--- config.mk ---
export PLATFORM = sky130hd
export DESIGN_NAME = pfc_feeder
export DESIGN_NICKNAME = d
export VERILOG_FILES = /design/src/rtl/pfc_pkg.sv /design/src/rtl/pfc_lifter.sv /design/src/rtl/pfc_feeder.sv
export VERILOG_INCLUDE_DIRS = /design/src /design/src/rtl
export SDC_FILE = /design/constraint.sdc
export NUM_CORES = 1
export LEC_CHECK = 0
export BUFFER_PORTS_ARGS = -buffer_cell sky130_fd_sc_hd__buf_2
export CORE_MARGIN = 2
export CORE_UTILIZATION = 65
export DETAILED_ROUTE_END_ITERATION = 12
export PLACE_DENSITY = 0.95
export SLEW_MARGIN = 20
export SYNTH_ARGS = -nofsm -noshare
export SYNTH_HDL_FRONTEND = slang
export SYNTH_HIERARCHICAL = 1
export SYNTH_SLANG_ARGS = --single-unit
--- constraint.sdc ---
create_clock -name i_core_clk -period 5.74 [get_ports i_core_clk]
set_input_delay 0.574 -clock i_core_clk [delete_from_list [all_inputs] [get_ports i_core_clk]]
set_output_delay 0.574 -clock i_core_clk [all_outputs]
set_load 0.05 [all_outputs]
--- src/rtl/pfc_map.svh ---
// constants for the paper feeder controller: timing counts and encodings
// assumes inclusion by the lifter and feeder design files
`ifndef PFC_MAP_SVH
`define PFC_MAP_SVH
`define PFC_LIFT_TIMEOUT_CYC   32'd200000
`define PFC_LEAD_TIMEOUT_CYC   32'd20000
`define PFC_TRAIL_TIMEOUT_CYC  32'd40000
`define PFC_RESID_TIME_CYC     32'd20000
`define PFC_DELIVER_TIME_CYC   32'd100000
`define PFC_PICK_RETRIES       2'h2
`define PFC_SW_UNIVERSAL       3'h7
`define PFC_SW_A5              3'h1
`define PFC_SW_B5              3'h3
`define PFC_SW_EXEC            3'h5
`define PFC_SW_LETTER          3'h2
`define PFC_SW_A4              3'h4
`define PFC_SW_LEGAL           3'h6
`define PFC_SW_NONE            3'h0
`endif

--- src/rtl/pfc_pkg.sv ---
// types for the paper feeder controller
// assumes pfc_map.svh on the include path
package pfc_pkg;
	typedef enum logic [3:0] {
		SZ_NONE      = 4'h0,
		SZ_UNIVERSAL = 4'h1,
		SZ_A5        = 4'h2,
		SZ_B5        = 4'h3,
		SZ_EXEC      = 4'h4,
		SZ_LETTER    = 4'h5,
		SZ_A4        = 4'h6,
		SZ_LEGAL     = 4'h7
	} pfc_size_t;

	typedef enum logic [2:0] {
		FD_IDLE  = 3'h0,
		FD_LEAD  = 3'h1,
		FD_TRAIL = 3'h2,
		FD_DELIV = 3'h3,
		FD_JAM   = 3'h4
	} pfc_feed_st_t;

	typedef struct packed {
		logic pick_delay;
		logic pick_delay2;
		logic stat1;
		logic stat2;
		logic residual;
		logic door_open;
	} pfc_jam_t;
endpackage

--- src/rtl/pfc_lifter.sv ---
// one cassette lifter: lift on power-up, insertion or surface drop
// assumes synchronous sensor inputs, high when the surface is detected
`timescale 1ns/1ps
`include "pfc_map.svh"
module pfc_lifter #(
	parameter int unsigned LIFT_TIMEOUT = `PFC_LIFT_TIMEOUT_CYC
) (
	input  wire logic i_core_clk,
	input  wire logic i_sys_rst,
	// tray status
	input  wire logic i_present,
	input  wire logic i_surf_a,
	input  wire logic i_surf_b,
	// drive and failure
	output logic      o_motor,
	output logic      o_fail
);
	initial begin
		if (LIFT_TIMEOUT < 1) $error("lift timeout must be at least one");
	end

	logic [31:0] cnt_reg;
	logic        surf;
	logic        start;

	assign surf  = i_surf_a & i_surf_b;
	// power-up, insertion and a lowered stack all show as no surface
	assign start = i_present & ~o_motor & ~o_fail & ~surf;

	always_ff @(posedge i_core_clk or posedge i_sys_rst) begin
		if (i_sys_rst) begin
			o_motor <= 1'b0;
			cnt_reg <= 32'h0000_0000;
		end else if (!i_present || surf || o_fail) begin
			o_motor <= 1'b0;
			cnt_reg <= 32'h0000_0000;
		end else if (start) begin
			o_motor <= 1'b1;
			cnt_reg <= 32'h0000_0000;
		end else if (o_motor) begin
			cnt_reg <= cnt_reg + 32'h0000_0001;
		end
	end

	always_ff @(posedge i_core_clk or posedge i_sys_rst) begin
		if (i_sys_rst)
			o_fail <= 1'b0;
		else if (!i_present)
			o_fail <= 1'b0;
		else if (o_motor && !surf && cnt_reg >= LIFT_TIMEOUT - 1)
			o_fail <= 1'b1;
	end
endmodule

--- src/rtl/pfc_feeder.sv ---
// What this block does
// - switches all on: universal; off,off,on: A5; off,on,on: B5; on,off,on: executive
// - off,on,off letter; on,off,off A4; on,on,off legal; all off no cassette
// - lift starts at power-up, cassette insertion, and stack surface drop
// - lifter motor runs up until both of that tray's surface sensors trip
// - while printing, lowered surface restarts the lifter motor
// - no surface within timeout after motor start flags lifter failure
// - either surface sensor missing the surface in time reports failure
// - one-tray: one lifter plus pickup motor; three-tray: three lifters plus pickup
// - each pickup feeds exactly one sheet from the selected cassette
// - one-tray: no leading edge after two retries gives pickup delay jam
// - one-tray: no trailing edge in time gives stationary jam
// - one-tray: paper held during automatic delivery gives residual jam
// - three-tray: any feed sensor missing leading edge gives delay jam
// - three-tray: upper sensor missing leading edge gives delay jam 2
// - three-tray: middle or lower missing trailing edge gives stationary jam 1
// - three-tray: upper missing trailing edge gives stationary jam 2
// - three-tray: any feed sensor held during delivery gives residual jam
// - door open during feed gives door-open jam
// - leftover paper at initialization triggers automatic delivery
// feeder top: lifters, size decode, pickup sequencing, jam detection
// assumes sensors are synchronous to i_core_clk, high meaning active
`timescale 1ns/1ps
`include "pfc_map.svh"
module pfc_feeder #(
	parameter int unsigned TRAYS         = 3,
	parameter int unsigned LIFT_TIMEOUT  = `PFC_LIFT_TIMEOUT_CYC,
	parameter int unsigned LEAD_TIMEOUT  = `PFC_LEAD_TIMEOUT_CYC,
	parameter int unsigned TRAIL_TIMEOUT = `PFC_TRAIL_TIMEOUT_CYC,
	parameter int unsigned RESID_TIME    = `PFC_RESID_TIME_CYC,
	parameter int unsigned DELIVER_TIME  = `PFC_DELIVER_TIME_CYC
) (
	input  wire logic              i_core_clk,
	input  wire logic              i_sys_rst,
	// engine requests
	input  wire logic              i_pick_req,
	input  wire logic [1:0]        i_pick_tray,
	input  wire logic              i_printing,
	input  wire logic              i_jam_clear,
	// switches and sensors, tray 0 is the upper tray
	input  wire logic [2:0]        i_upper_size_switches,
	input  wire logic [2:0]        i_middle_size_switches,
	input  wire logic [2:0]        i_lower_size_switches,
	input  wire logic [2:0]        i_surface_a,
	input  wire logic [2:0]        i_surface_b,
	input  wire logic              i_upper_feed_sensor,
	input  wire logic              i_middle_feed_sensor,
	input  wire logic              i_lower_feed_sensor,
	input  wire logic              i_right_door_switch,
	// motors and solenoids
	output logic                   o_upper_lifter_motor,
	output logic                   o_middle_lifter_motor,
	output logic                   o_lower_lifter_motor,
	output logic                   o_pickup_motor,
	output logic [2:0]             o_pickup_solenoid,
	// status to the engine
	output pfc_pkg::pfc_size_t [2:0] o_size,
	output logic [2:0]             o_lifter_fail,
	output pfc_pkg::pfc_jam_t      o_jam,
	output logic                   o_busy,
	output logic                   o_sheet_done
);
	initial begin
		if (TRAYS != 1 && TRAYS != 3) $error("trays must be 1 or 3");
		if (LEAD_TIMEOUT < 1 || TRAIL_TIMEOUT < 1 || RESID_TIME < 1 ||
		    DELIVER_TIME < 1) $error("counts must be at least one");
	end

	function automatic pfc_pkg::pfc_size_t decode_size(input logic [2:0] sw);
		case (sw) // top, center, bottom
		`PFC_SW_UNIVERSAL: decode_size = pfc_pkg::SZ_UNIVERSAL;
		`PFC_SW_A5:        decode_size = pfc_pkg::SZ_A5;
		`PFC_SW_B5:        decode_size = pfc_pkg::SZ_B5;
		`PFC_SW_EXEC:      decode_size = pfc_pkg::SZ_EXEC;
		`PFC_SW_LETTER:    decode_size = pfc_pkg::SZ_LETTER;
		`PFC_SW_A4:        decode_size = pfc_pkg::SZ_A4;
		`PFC_SW_LEGAL:     decode_size = pfc_pkg::SZ_LEGAL;
		default:           decode_size = pfc_pkg::SZ_NONE;
		endcase
	endfunction

	localparam int unsigned NT = TRAYS;

	logic [2:0] sw [3];
	logic [2:0] present;
	logic [2:0] motor;
	logic [2:0] fail;
	logic [2:0] feed;

	assign sw[0] = i_upper_size_switches;
	assign sw[1] = i_middle_size_switches;
	assign sw[2] = i_lower_size_switches;
	assign feed  = {i_lower_feed_sensor, i_middle_feed_sensor,
		i_upper_feed_sensor};

	always_ff @(posedge i_core_clk or posedge i_sys_rst) begin
		if (i_sys_rst)
			o_size <= '{default: pfc_pkg::SZ_NONE};
		else
			for (int t = 0; t < 3; t++)
				o_size[t] <= (t < NT) ? decode_size(sw[t]) : pfc_pkg::SZ_NONE;
	end

	// lifters are built for all three trays, enabled only for fitted trays
	for (genvar t = 0; t < 3; t++) begin : g_lift
		assign present[t] = (t < NT) && (sw[t] != `PFC_SW_NONE);
		pfc_lifter #(.LIFT_TIMEOUT(LIFT_TIMEOUT)) u_lift (
			.i_core_clk(i_core_clk),
			.i_sys_rst (i_sys_rst),
			.i_present (present[t]),
			.i_surf_a  (i_surface_a[t]),
			.i_surf_b  (i_surface_b[t]),
			.o_motor   (motor[t]),
			.o_fail    (fail[t])
		);
	end

	always_ff @(posedge i_core_clk or posedge i_sys_rst) begin
		if (i_sys_rst) begin
			o_upper_lifter_motor  <= 1'b0;
			o_middle_lifter_motor <= 1'b0;
			o_lower_lifter_motor  <= 1'b0;
			o_lifter_fail         <= 3'h0;
		end else begin
			o_upper_lifter_motor  <= motor[0];
			o_middle_lifter_motor <= motor[1];
			o_lower_lifter_motor  <= motor[2];
			o_lifter_fail         <= fail;
		end
	end

	// pickup and jam sequencing
	pfc_pkg::pfc_feed_st_t st_reg;
	logic [31:0] tmr_reg;
	logic [31:0] res_reg;
	logic [1:0]  tray_reg;
	logic [1:0]  try_reg;
	logic        init_reg;
	logic        sel_feed;
	logic        any_paper;

	assign sel_feed  = feed[tray_reg];
	assign any_paper = |(feed & present_mask(NT));

	function automatic logic [2:0] present_mask(input int unsigned n);
		present_mask = (n == 1) ? 3'h1 : 3'h7;
	endfunction

	always_ff @(posedge i_core_clk or posedge i_sys_rst) begin
		if (i_sys_rst) begin
			st_reg            <= pfc_pkg::FD_IDLE;
			tmr_reg           <= 32'h0000_0000;
			res_reg           <= 32'h0000_0000;
			tray_reg          <= 2'h0;
			try_reg           <= 2'h0;
			init_reg          <= 1'b1;
			o_jam             <= '0;
			o_pickup_motor    <= 1'b0;
			o_pickup_solenoid <= 3'h0;
			o_busy            <= 1'b0;
			o_sheet_done      <= 1'b0;
		end else begin
			o_sheet_done <= 1'b0;
			if (o_busy && i_right_door_switch && st_reg != pfc_pkg::FD_JAM) begin
				o_jam.door_open   <= 1'b1;
				st_reg            <= pfc_pkg::FD_JAM;
				o_pickup_motor    <= 1'b0;
				o_pickup_solenoid <= 3'h0;
			end else begin
				case (st_reg)
				pfc_pkg::FD_IDLE: begin
					o_busy <= 1'b0;
					if (init_reg) begin
						init_reg <= 1'b0;
						if (any_paper) begin
							st_reg         <= pfc_pkg::FD_DELIV;
							o_pickup_motor <= 1'b1;
							o_busy         <= 1'b1;
							tmr_reg        <= 32'h0000_0000;
							res_reg        <= 32'h0000_0000;
						end
					end else if (i_pick_req && i_pick_tray < 2'(NT) &&
					             present[i_pick_tray] && !fail[i_pick_tray]) begin
						tray_reg          <= i_pick_tray;
						try_reg           <= 2'h0;
						tmr_reg           <= 32'h0000_0000;
						o_pickup_motor    <= 1'b1;
						o_pickup_solenoid <= 3'h1 << i_pick_tray;
						o_busy            <= 1'b1;
						st_reg            <= pfc_pkg::FD_LEAD;
					end
				end
				pfc_pkg::FD_LEAD: begin
					o_pickup_solenoid <= 3'h0;
					if (sel_feed) begin
						tmr_reg <= 32'h0000_0000;
						st_reg  <= pfc_pkg::FD_TRAIL;
					end else if (tmr_reg >= LEAD_TIMEOUT - 1) begin
						tmr_reg <= 32'h0000_0000;
						if (try_reg == `PFC_PICK_RETRIES) begin
							o_jam.pick_delay <= 1'b1;
							if (NT == 3 && tray_reg == 2'h0)
								o_jam.pick_delay2 <= 1'b1;
							o_pickup_motor <= 1'b0;
							st_reg         <= pfc_pkg::FD_JAM;
						end else begin
							try_reg           <= try_reg + 2'h1;
							o_pickup_solenoid <= 3'h1 << tray_reg;
						end
					end else
						tmr_reg <= tmr_reg + 32'h0000_0001;
				end
				pfc_pkg::FD_TRAIL: begin
					if (!sel_feed) begin
						o_pickup_motor <= 1'b0;
						o_sheet_done   <= 1'b1;
						st_reg         <= pfc_pkg::FD_IDLE;
					end else if (tmr_reg >= TRAIL_TIMEOUT - 1) begin
						if (NT == 3 && tray_reg != 2'h0)
							o_jam.stat1 <= 1'b1;
						else if (NT == 3)
							o_jam.stat2 <= 1'b1;
						else
							o_jam.stat1 <= 1'b1;
						o_pickup_motor <= 1'b0;
						st_reg         <= pfc_pkg::FD_JAM;
					end else
						tmr_reg <= tmr_reg + 32'h0000_0001;
				end
				pfc_pkg::FD_DELIV: begin
					res_reg <= any_paper ? res_reg + 32'h0000_0001 : 32'h0000_0000;
					tmr_reg <= tmr_reg + 32'h0000_0001;
					if (any_paper && res_reg >= RESID_TIME - 1) begin
						o_jam.residual <= 1'b1;
						o_pickup_motor <= 1'b0;
						st_reg         <= pfc_pkg::FD_JAM;
					end else if (!any_paper && tmr_reg >= DELIVER_TIME - 1) begin
						o_pickup_motor <= 1'b0;
						st_reg         <= pfc_pkg::FD_IDLE;
					end
				end
				pfc_pkg::FD_JAM: begin
					o_busy <= 1'b0;
					if (i_jam_clear && !i_right_door_switch) begin
						o_jam    <= '0;
						init_reg <= 1'b1; // recheck leftover paper
						st_reg   <= pfc_pkg::FD_IDLE;
					end
				end
				default: st_reg <= pfc_pkg::FD_IDLE;
				endcase
			end
		end
	end
endmodule

# Word-level counts from Yosys, hierarchy flattened
# Cells that the tools add are included.
# word_totals
ff_bits	204
out_inout_bits	30
elab_cells	304
# classes
addsub	6
magnitude_cmp	10
n_eq_ne	60
shift	2
muxes	103
bitwise	23
reduce_logical	68
# op_table
operator	count
32-bit 2-to-1 mux	18
32-bit by 1-bit adder with 32-bit output, second input constant	5
32-bit one-hot mux with 4 select lines	1
32-bit by 18-bit >= comparator with 1-bit output, second input constant	3
32-bit by 15-bit >= comparator with 1-bit output, second input constant	2
32-bit one-hot mux with 2 select lines	1
3-bit one-hot mux with 7 select lines	3
3-bit 2-to-1 mux	18
3-bit == test, second input constant	13
1-bit 2-to-1 mux	39
2-bit inequality test, second input constant	19
32-bit by 16-bit >= comparator with 1-bit output, second input constant	1
32-bit by 17-bit >= comparator with 1-bit output, second input constant	1
3-bit inequality test, second input constant	9
3-bit by 2-bit == test with 1-bit output, second input constant	8
4-bit inequality test, second input constant	6
6-bit AND reduction	4
2-bit nonzero test	12
7-bit AND reduction	3
3-bit nonzero test	7
2-bit 2-to-1 mux	10
3-bit one-hot mux with 5 select lines	1
1-bit logical AND	14
1-bit AND	12
other kinds (24)	62

# Logic depth before layout (Yosys ltp)
# Gate-level depths: netlist (run 1).
# logic_depth
word_depth	9
mapped_depth	9
depth_no_buf	7

# Cells and area by module
# Netlist (run 1), hierarchy kept.
# by_module_without_submodules
mod	instances	cells_each	area_per_inst_um2	seq_area_each_um2
pfc_feeder	1	607	5459.0	2478.6
pfc_lifter at g_lift[2].u_lift	1	200	1844.3	850.8
pfc_lifter at g_lift[0].u_lift	1	189	1765.4	850.8
pfc_lifter at g_lift[1].u_lift	1	177	1684.1	850.8

# Worst setup path after synthesis (run 1)
# No wires, ideal clock.
# synth_timing
path_type	reg2reg
start	register tmr_reg[8]
end	register tmr_reg[14]
setup_ns	0.078
arrival_time_ns	2.592
slack_ns	3.070
path_stages_with_launch	8
n_path_buf	1
synth_period_minus_slack_ns	2.670
cell_sequence	dfrtp_1 > or4_4 > a2111oi_4 > o211ai_4 > a211o_1 > buf_6 > or4_1 > a21oi_1
# synth_via
elab_chain_cells	4
# synth_rtl
element	line	rtl
from (decl)	pfc_feeder.sv:134	logic [31:0] tmr_reg;
from (signal assigned)	pfc_feeder.sv:211	tmr_reg <= tmr_reg + 32'h0000_0001;
from (signal assigned)	pfc_feeder.sv:228	tmr_reg <= tmr_reg + 32'h0000_0001;
from (signal assigned)	pfc_feeder.sv:232	tmr_reg <= tmr_reg + 32'h0000_0001;
32-bit by 1-bit adder with 32-bit output / 32-bit by 15-bit >= comparator with 1-bit output (equally long branches)	--	
32-bit 2-to-1 mux, on equally long branches	pfc_feeder.sv:218, pfc_feeder.sv:198	
32-bit 2-to-1 mux, on equally long branches	pfc_feeder.sv:214, pfc_feeder.sv:195	
32-bit one-hot mux with 4 select lines	pfc_feeder.sv:170	case (st_reg)
# Parallel ways exist; a longest one is shown, timed or not. The select of a mux whose other input is x is not followed.
# A chain may end at the register's enable or synchronous reset.

# Worst setup path after layout (run 1)
# layout_timing
start	register tmr_reg[31]
end	register tmr_reg[9]
# layout_via
elab_chain_cells	4
# layout_rtl
element	line	rtl
32-bit by 15-bit >= comparator with 1-bit output	pfc_feeder.sv:198	end else if (tmr_reg >= LEAD_TIMEOUT - 1) begin
32-bit 2-to-1 mux	pfc_feeder.sv:198	
32-bit 2-to-1 mux	pfc_feeder.sv:195	if (sel_feed) begin
32-bit one-hot mux with 4 select lines	pfc_feeder.sv:170	
# Parallel ways exist; a longest one is shown, timed or not.

==> results.json, run 1 <==
{
  "p_leak_nw": 4.93,
  "finalPower_mw": 3.77,
  "initial_core_util_pct": 65.8,
  "synth_edf_count": 0,
  "post_cts_buffers": 0,
  "crit_chain": "or4_1 > nor4_4 > o211ai_4 > a211o_2 > or2_0 > o41ai_1",
  "finalCritPeriodShare_pct": 55.4,
  "final_layout_size_suffix_gt1_share_pct": 10.3,
  "numCtsBuffers": 22,
  "hp-class": "input pin to async pin",
  "r2r-end": "tmr_reg[9]$_DFFE_PP0P_",
  "num_rows": 47,
  "core_sq_um": 16300,
  "cts_sinks": 201,
  "reg2reg_depth": 6,
  "vdd_drop_max_mv": 0.236,
  "yosys_warnings": 6,
  "place_ws_ps": 2120,
  "die_w_microns": 133,
  "finalWirelength_mm": 24.9,
  "ys_types": 68,
  "root_buffer": "clkbuf_16",
  "critPathSlowestCell": "or4_1",
  "criticalPathCategory": "flip-flop to flip-flop",
  "portBuffers": 51,
  "largest_reg_flops": 96,
  "synthArstFlopShare_pct": 100,
  "synthAdderAreaFrac_pct": 0.698,
  "grt_overflow": 0,
  "synth_top_family_by_area": "simple AND/OR/NAND/NOR gates",
  "max-slew-margin-rel_pct": 25.7,
  "drc": 0,
  "wl_per_cell_microns": 17.4,
  "clk_pin_slew_ps": 60,
  "yosysTopAreaCellShare_pct": 46.5,
  "synth-seq-cells": 201,
  "critPathBufInv": 0,
  "fin_crit_ps": 3180,
  "synth-xor-area-share_pct": 5.95,
  "hold_viol": 0,
  "via_count": 9316,
  "clkLatencyLatePin_ps": 510,
  "synth-simple-area-share_pct": 27.8,
  "cp_max_fo": 41,
  "synthFlopType": "dfrtp_1",
  "synthMuxAreaShare_pct": 1.68,
  "drv_slew": 0,
  "grt_pass1_vias": 8996,
  "cp_top_family": "simple AND/OR/NAND/NOR gates",
  "netlist_area_sq_um": 10800,
  "io_pins": 56,
  "cts.path.max_buffers": 3,
  "maxCapViolCount": 0,
  "firstDrtPassIters": 7,
  "die_h_microns": 133,
  "finalWorstSetupSlack_ps": 2560,
  "rsz0062_at_grt": "false",
  "clock_skew_ps": 6.80,
  "drt_iter0_drc": 1049,
  "crit_arrival_ps": 3570,
  "cp.required_ps": 6130,
  "viasPerCell": 6.52,
  "grt.total_usage_pct": 28.6,
  "status": "finished clean",
  "seq_area_frac_synth_pct": 46.8,
  "startpoint_type": "flip-flop",
  "reg2reg_from": "tmr_reg[31]$_DFFE_PP0P_",
  "grt_start_max_net_pins": 62,
  "avgSynthCellArea_sq_um": 9.17,
  "die_area_sq_um": 17600,
  "setup_violations": 0,
  "max_freq_ghz": 0.315,
  "synth_compound_area_share_pct": 13.3,
  "r2r_setup_slack_ps": 2560,
  "cts_resized": 0,
  "nets": 1226,
  "worst_path_largest_cell_delay_ps": 610,
  "gp_congestion": 0.927,
  "yosys.area.top_type": "dfrtp_1",
  "grt_pass1_wl_mm": 42.4,
  "powerDensity_nw_per_um2": 320,
  "syn2layout_area_growth_pct": 9.58,
  "antenna_found_initial": 1,
  "tritoncts": "yes",
  "syn_inst": 1173,
  "holdWs_ps": 158,
  "tns_ps": 0,
  "yosys-top-cells-area": "dfrtp_1 47%, nor2_1 4.5%, xor2_1 3.7%",
  "hpwl_mm": 16.1,
  "ant_nets": 0,
  "holdBufCountCts": 0,
  "end_kind": "flip-flop",
  "worst_pin_slew_ps": 1110,
  "htree_levels": 1
}
## cell type report
cell class              count  area (sq um)
fillers                  1183          4570
clock buffers              30           622
flip-flops and latches    201          5030
well taps                 220           275
clock inverters             8          93.8
diodes                      1          2.50
multi-input cells         880          5340
inverters                  33           126
repair buffers             56           293
## cell usage in the layout (no fill, tap or decap), types with 6 or more instances in the layout
cell type	count
dfrtp_1	200
nor2_1	128
nand2_1	79
a21oi_1	71
nand3_1	70
o21ai_0	55
buf_2	51
nand4_1	50
xor2_1	46
or4_1	43
or3_1	40
o31ai_1	36
nor4_1	36
inv_1	32
nor3_1	32
xnor2_1	27
clkbuf_16	23
and3_1	17
and2_1	11
and4_1	11
nor2b_1	9
mux2i_1	9
a31oi_1	8
or2_2	8
mux2_2	8
nand2b_1	7
ha_1	6
## cells in the mapped netlist (9+ instances only)
master    number
xor2_1        46
or3_1         40
nor4_1        36
dfrtp_1      200
and4_1        11
nor2_1       128
inv_1         33
and2_1        11
nor3_1        32
nor2b_1        9
nand4_1       50
and3_1        17
xnor2_1       27
o21ai_0       55
mux2i_1        9
or4_1         43
a21oi_1       71
clkbuf_1      47
nand2_1       79
nand3_1       71
o31ai_1       36
## cell families (layout without fill, tap and decap cells)
kind of cell	after synthesis	in the layout
multiplexers	17	17
other	1	4
buffers and inverters	94	127
XOR/XNOR	73	73
AO/OA/AOI/OAI	223	223
adder cells (fa/ha/maj)	6	6
flip-flops	201	201
AND/OR/NAND/NOR	558	558
## routing by layer
| metal | up-vias | global-route usage (%) | part of all wire, % |
|---|---|---|---|
| met5 | - | 0 | 0 |
| met1 | 4559 | 39.5 | 42 |
| li1 | 4342 | - | - |
| met2 | 357 | 45.9 | 48 |
| met3 | 58 | 4.94 | 6.9 |
| met4 | 0 | 10.1 | 2.7 |
## through the flow
stage | utilization, % | instances | instance area, sq um
after floorplan | - | 1175 | 10800
after global placement | 67.6 | 1390 | 11100
after detailed placement | 67.6 | 1390 | 11100
after CTS | 72.0 | 1428 | 11800
after global routing | 72.1 | 1428 | 11800
final | 72.1 | 1429 | 11800
## report_power, final
group | leakage (nW) | switching, mW | internal [mW] | total [mW]
logic | 1.83 | 0.560 | 0.211 | 0.770
clock network | 0.356 | 0.560 | 0.846 | 1.41
registers | 2.74 | 0.0994 | 1.50 | 1.60
## worst max path at each step
stage | startpoint | end | cells after the start
2_1_floorplan | i_sys_rst | o_busy$_DFFE_PP0P_ | 1
3_3_place_gp | i_upper_size_switches[2] | tmr_reg[2]$_DFFE_PP0P_ | 7
3_5_place_dp | i_upper_size_switches[2] | tmr_reg[2]$_DFFE_PP0P_ | 7
4_1_cts | tmr_reg[31]$_DFFE_PP0P_ | tmr_reg[9]$_DFFE_PP0P_ | 6
5_1_grt | tmr_reg[21]$_DFFE_PP0P_ | tmr_reg[9]$_DFFE_PP0P_ | 6
6_report | tmr_reg[31]$_DFFE_PP0P_ | tmr_reg[9]$_DFFE_PP0P_ | 6
No activity file was read; power rests on OpenSTA's default activity.
==> run 2: changes to the inputs <==
Settings changed: CORE_UTILIZATION 65 to 62, PLACE_DENSITY 0.95 to 0.93.
Clock period 5.74 ns to 3.3 ns, I/O delays scaled along.
==> run 2 against run 1 <==
Compared with the run above:
- via count rose by 0.77%
- core utilization fell by 2.4 points
- flip-flop and latch count did not move
- worst setup slack got worse by 2300 ps
- combinational power rose by 88%
- maximum frequency rose by 5.2%
- critical path type unchanged
- critical endpoint is now tmr_reg[13]$_DFFE_PP0P_
- highest routed layer unchanged
==> results.json, run 2 (synthesized netlist as in run 1, its figures left out) <==
{
  "tns_ps": 0,
  "tritoncts": "yes",
  "clock_skew_ps": 9.89,
  "worst_pin_slew_ps": 893,
  "ant_nets": 0,
  "firstDrtPassIters": 5,
  "finalCritPeriodShare_pct": 91.6,
  "numCtsBuffers": 20,
  "clk_pin_slew_ps": 60,
  "worst_path_largest_cell_delay_ps": 550,
  "maxCapViolCount": 0,
  "die_area_sq_um": 18400,
  "post_dp_cell_area_sq_um": 11200,
  "hold_viol": 0,
  "criticalPathCategory": "flip-flop to flip-flop",
  "p_leak_nw": 5.00,
  "cts_sinks": 201,
  "viasPerCell": 6.48,
  "antenna_cells": 0,
  "antenna_found_initial": 0,
  "drv_slew": 0,
  "largest_reg_flops": 96,
  "reg2reg_from": "tmr_reg[0]$_DFFE_PP0P_",
  "crit_chain": "ha_1 > and4_1 > a2111oi_4 > o211ai_4 > a211o_1 > buf_4 > or4_1 > a21oi_1",
  "grt.total_usage_pct": 27.7,
  "num_rows": 48,
  "syn2layout_area_growth_pct": 10.8,
  "drc": 0,
  "post_cts_buffers": 0,
  "hpwl_mm": 16.8,
  "die_w_microns": 136,
  "io_pins": 56,
  "rsz0062_at_grt": "false",
  "fin_crit_ps": 3020,
  "fin_area_sq_um": 11900,
  "cts.path.max_buffers": 3,
  "grt_pass1_vias": 8811,
  "cp_max_fo": 22,
  "htree_levels": 1,
  "startpoint_type": "flip-flop",
  "critPathSlowestCell": "a211o_1",
  "root_buffer": "clkbuf_16",
  "hp-class": "input pin to flip-flop",
  "core_sq_um": 17100,
  "gp_congestion": 0.863,
  "portBuffers": 51,
  "grt_start_max_net_pins": 95,
  "drt_iter0_drc": 856,
  "powerDensity_nw_per_um2": 554,
  "grt_pass1_wl_mm": 42.2,
  "setup_violations": 0,
  "finalWirelength_mm": 25.3,
  "max_freq_ghz": 0.331,
  "final_common_cell": "dfrtp_1",
  "cp.required_ps": 3720,
  "layout_common_cells": "200 x dfrtp_1, 128 x nor2_1, 79 x nand2_1",
  "status": "finished clean",
  "vdd_drop_max_mv": 0.438,
  "max-slew-margin-rel_pct": 39.9,
  "final_layout_size_suffix_gt1_share_pct": 11.3,
  "crit_arrival_ps": 3450,
  "die_h_microns": 136,
  "crit_start": "tmr_reg[0]$_DFFE_PP0P_",
  "grt_overflow": 0,
  "worstHoldStart": "i_surface_b[0]",
  "end_kind": "flip-flop",
  "wl_per_cell_microns": 17.4,
  "initial_core_util_pct": 62.8,
  "nets": 1243,
  "clkLatencyLatePin_ps": 500,
  "via_count": 9388
}
[run 2: cell count changes in the layout (fill, tap and decap cells not counted), moves of 2 or more]
cell	previous run	this run
buf_4	5	19
dlygate4sd3_1	0	4
clkbuf_1	5	2
clkbuf_8	2	5
clkbuf_16	23	21
[run 2: repair_timing]
action	4_1_cts	5_1_grt
hold buffers	4	0
endpoints found under the hold margin	76	0
gates resized for setup	0	0
[run 2: stage by stage]
step,power (mW),hold slack (ps),utilization [%],cells,setup WS [ps]
6_report,6.60,25.6,69.6,1449,277
5_1_grt,6.88,33.8,69.6,1449,63.6
4_1_cts,6.61,4.77,69.6,1449,274
3_5_place_dp,4.23,245,65.4,1410,298
3_3_place_gp,4.18,244,65.4,1410,357
2_1_floorplan,3.82,345,-,1175,381
[run 2: power by group]
group / leakage [nW] / switching [mW] / internal [mW]
sequential: 2.74 / 0.180 / 2.60
clock: 0.341 / 0.941 / 1.43
combinational: 1.92 / 1.00 / 0.447
total: 5.00 / 2.12 / 4.48
[run 2: path summary, 6_finish.rpt]
check / slack (ps) / endpoint / depth (start not counted)
min: 30 / g_lift[0].u_lift/o_motor$_DFFE_PP0P_ / 2
min in group asynchronous: 280 / o_lower_lifter_motor$_DFF_PP0_ / 3
max reg2reg: 280 / tmr_reg[13]$_DFFE_PP0P_ / 8
max: 280 / tmr_reg[13]$_DFFE_PP0P_ / 8
max in group asynchronous: 2290 / init_reg$_DFFE_PP1P_ / 4
min reg2reg: 380 / o_lower_lifter_motor$_DFF_PP0_ / 0
[run 2: layout make-up]
| type | count | area (sq um) |
|---|---|---|
| multi-input cells | 880 | 5330 |
| fillers | 1197 | 5200 |
| flip-flops and latches | 201 | 5030 |
| clock buffers | 28 | 602 |
| repair buffers | 75 | 458 |
| well taps | 225 | 282 |
| inverters | 33 | 126 |
| clock inverters | 7 | 87.6 |
[run 2: critical path: cells and delay by family (launching register included)]
family / cells / cell delay (ps)
AOI/OAI and AO/OA: 4 / 1300
buffers and inverters: 1 / 280
adders and majority gates: 1 / 260
DFF: 1 / 420
and+or+nand+nor: 2 / 690
[run 2: per-layer routing]
metal	track usage [%]	vias up	routed length, microns	part of all wire, %
li1	-	4391	-	-
met4	9.09	0	703	2.8
met3	4.30	63	1630	6.5
met1	36.5	4537	10400	41
met2	47.0	397	12500	50
met5	0	-	0	0
==> run 3: changes to the inputs <==
Settings changed: ABC_CLOCK_PERIOD_IN_PS from default to 3300, BUFFER_PORTS_ARGS -buffer_cell sky130_fd_sc_hd__buf_2 to -buffer_cell sky130_fd_sc_hd__buf_4, SYNTH_HIERARCHICAL 1 to default.
==> run 3 against run 2 <==
Compared with the run above:
- via count down 3.9%
- power up 4.6%
- hold slack worse by 13 ps
- flip-flop and latch count unchanged
- combinational power up 19%
- synthesized cell count down 3.3%
- clock power down 3%
- maximum frequency up 0.23%
- sequential share of layout area up 0.52 points
- largest power group unchanged
- register-to-register slack about the same
==> results.json, run 3 <==
{
  "synth_most_common_cell": "dfrtp_1",
  "holdPathStages": 2,
  "post_dp_cell_area_sq_um": 11100,
  "clk_pin_slew_ps": 60,
  "startpoint_type": "flip-flop",
  "die_h_microns": 134,
  "die_area_sq_um": 17900,
  "io_pins": 56,
  "yosys-top-cells-area": "dfrtp_1 48%, nor2_1 6.0%, xor2_1 5.0%",
  "setup_violations": 0,
  "p_clk_share_pct": 33.5,
  "grt-busiest-layer": "met2",
  "cp_max_fo": 27,
  "grt.total_usage_pct": 28.7,
  "synth_edf_count": 0,
  "synth_common_cells": "200 x dfrtp_1, 168 x nor2_1, 85 x nand2_1, 69 x nand3_1, 59 x xor2_1",
  "ant_nets": 0,
  "portBuffers": 51,
  "final_common_cell": "dfrtp_1",
  "htree_levels": 1,
  "die_w_microns": 134,
  "worst_pin_slew_ps": 1020,
  "ys_types": 67,
  "p_int_mw": 4.54,
  "vdd_drop_max_mv": 0.477,
  "maxCapViolCount": 0,
  "finalWirelength_mm": 25.4,
  "synthFlopType": "dfrtp_1",
  "numCtsBuffers": 22,
  "yosysTopAreaCellShare_pct": 48.0,
  "grt_util_met1_pct": 36.5,
  "grt_overflow": 0,
  "synth-simple-area-share_pct": 25.5,
  "syn2layout_area_growth_pct": 12.8,
  "clock_skew_ps": 17.3,
  "drv_slew": 0,
  "max_freq_ghz": 0.332,
  "holdWs_ps": 12.5,
  "hold_viol": 0,
  "synthAdderAreaFrac_pct": 0.719,
  "cp.required_ps": 3690,
  "status": "finished clean",
  "rsz0062_at_grt": "false",
  "initial_core_util_pct": 63.2,
  "largest_reg_flops": 96,
  "gp_congestion": 0.928,
  "hp-class": "input pin to flip-flop",
  "powerDensity_nw_per_um2": 587,
  "worstHoldStart": "i_upper_size_switches[2]",
  "root_buffer": "clkbuf_16",
  "cts.path.max_buffers": 3,
  "finalCritPeriodShare_pct": 91.4,
  "hpwl_mm": 16.0,
  "firstDrtPassIters": 6,
  "synth_compound_area_share_pct": 12.4,
  "r2r-end": "tmr_reg[24]$_DFFE_PP0P_",
  "final_layout_size_suffix_gt1_share_pct": 10.3,
  "layout_common_cells": "200 x dfrtp_1, 168 x nor2_1, 85 x nand2_1",
  "synth-xor-area-share_pct": 8.56,
  "crit_arrival_ps": 3400,
  "p_leak_nw": 5.07,
  "wl_per_cell_microns": 17.9,
  "cts_sinks": 201,
  "tns_ps": 0,
  "grt_start_max_net_pins": 94,
  "hold_end": "o_size[1]$_DFF_PP0_",
  "grt_pass1_vias": 8942,
  "synthMuxAreaShare_pct": 0.923,
  "antenna_cells": 0,
  "reg2reg_from": "tmr_reg[0]$_DFFE_PP0P_",
  "end_kind": "flip-flop",
  "synthArstFlopShare_pct": 100,
  "fin_area_sq_um": 11800,
  "criticalPathCategory": "flip-flop to flip-flop",
  "fin_util_pct": 71.3,
  "fin_crit_ps": 3020,
  "synth_top_family_by_area": "simple AND/OR/NAND/NOR gates",
  "reg2reg_depth": 7,
  "yosys_warnings": 0,
  "swShare_pct": 34.3,
  "tritoncts": "yes",
  "viasPerCell": 6.37,
  "nets": 1216,
  "core_sq_um": 16500,
  "seqPwrFrac_pct": 41.5,
  "syn_inst": 1134,
  "via_count": 9020,
  "num_rows": 47,
  "avgSynthCellArea_sq_um": 9.20,
  "antenna_found_initial": 0,
  "clkLatencyLatePin_ps": 510,
  "grt_pass1_wl_mm": 42.5,
  "use_met3_pct": 4.98,
  "seq_area_frac_synth_pct": 48.2,
  "use_met2_pct": 48.9,
  "pwr-share-comb_pct": 25.0,
  "r2r_setup_slack_ps": 280,
  "drt_iter0_drc": 1010,
  "drc": 0,
  "yosys.area.top_type": "dfrtp_1",
  "netlist_area_sq_um": 10400,
  "power.switching_mw": 2.37,
  "synth-seq-cells": 201,
  "max-slew-margin-rel_pct": 32.1
}
==> run 3: cell types whose count changed after synthesis, sizes merged, moves of 5 or more <==
cell    change
and4        +8
xor2       +13
a21oi      -34
clkbuf      -7
mux2i       -5
or4        -40
or3        -15
nand4      -18
nor2       +40
xnor2      +16
nand2       +5
o31ai      +11
==> run 3: cell families after synthesis <==
logic type,count (synthesis)
compound gates,196
fa+ha+maj,6
mux,9
flops,201
buf+inv,86
other cells,1
xor+xnor,102
simple gates,533
==> run 3: power by group through the flow <==
stage               Sequential (mW)  Combinational [mW]  Clock, mW
floorplan                      3.01                1.06          0
global placement               2.89                1.64          0
detailed placement             2.90                1.69          0
CTS                            2.86                1.70       2.33
global route                   2.89                1.87       2.43
finish                         2.87                1.73       2.31
==> run 3: critical path, stage by stage, from the launching register on <==
cell,delay [ps]
dfrtp_1,420
ha_1,280
and4_1,290
o311a_1,440
o41a_1,540
or3_1,350
buf_4,240
o41ai_1,340
==> run 3: final cells by class <==
type / instances / area [sq um]
inverters: 33 / 128
repair buffers: 77 / 613
well taps: 220 / 275
fillers: 1105 / 4750
clock buffers: 32 / 638
flip-flops and latches: 201 / 5030
clock inverters: 4 / 35.0
multi-input cells: 849 / 5050
==> run 3: worst max path at each step <==
| stage | from | endpoint | slack, ps | cells past startpoint |
|---|---|---|---|---|
| after floorplan | i_sys_rst | g_lift[0].u_lift.cnt_reg[0]$_DFFE_PP0P_ | 370 | 1 |
| after global routing | tmr_reg[0]$_DFFE_PP0P_ | tmr_reg[24]$_DFFE_PP0P_ | 100 | 7 |
| after detailed placement | tmr_reg[0]$_DFFE_PP0P_ | tmr_reg[16]$_DFFE_PP0P_ | 320 | 7 |
| after CTS | tmr_reg[0]$_DFFE_PP0P_ | tmr_reg[24]$_DFFE_PP0P_ | 300 | 7 |
| final | tmr_reg[0]$_DFFE_PP0P_ | tmr_reg[24]$_DFFE_PP0P_ | 280 | 7 |
| after global placement | tmr_reg[0]$_DFFE_PP0P_ | tmr_reg[23]$_DFFE_PP0P_ | 400 | 7 |
==> run 3: stage by stage <==
step	instances	total power, mW	setup slack [ps]
3_5_place_dp	1376	4.59	324
6_report	1416	6.91	284
3_3_place_gp	1376	4.53	404
4_1_cts	1416	6.89	304
5_1_grt	1416	7.19	103
2_1_floorplan	1136	4.07	368
==> run 3: routing by layer <==
| layer | vias up | routed length (microns) |
|---|---|---|
| li1 | 4162 | - |
| met3 | 94 | 1610 |
| met1 | 4388 | 10200 |
| met4 | 0 | 983 |
| met2 | 376 | 12600 |
| met5 | - | 0 |
==> run 3: timing repair <==
item	CTS	global route
buffers inserted	0	0
gates resized for setup	0	0
endpoints found under the hold margin	29	0
hold buffers	4	0
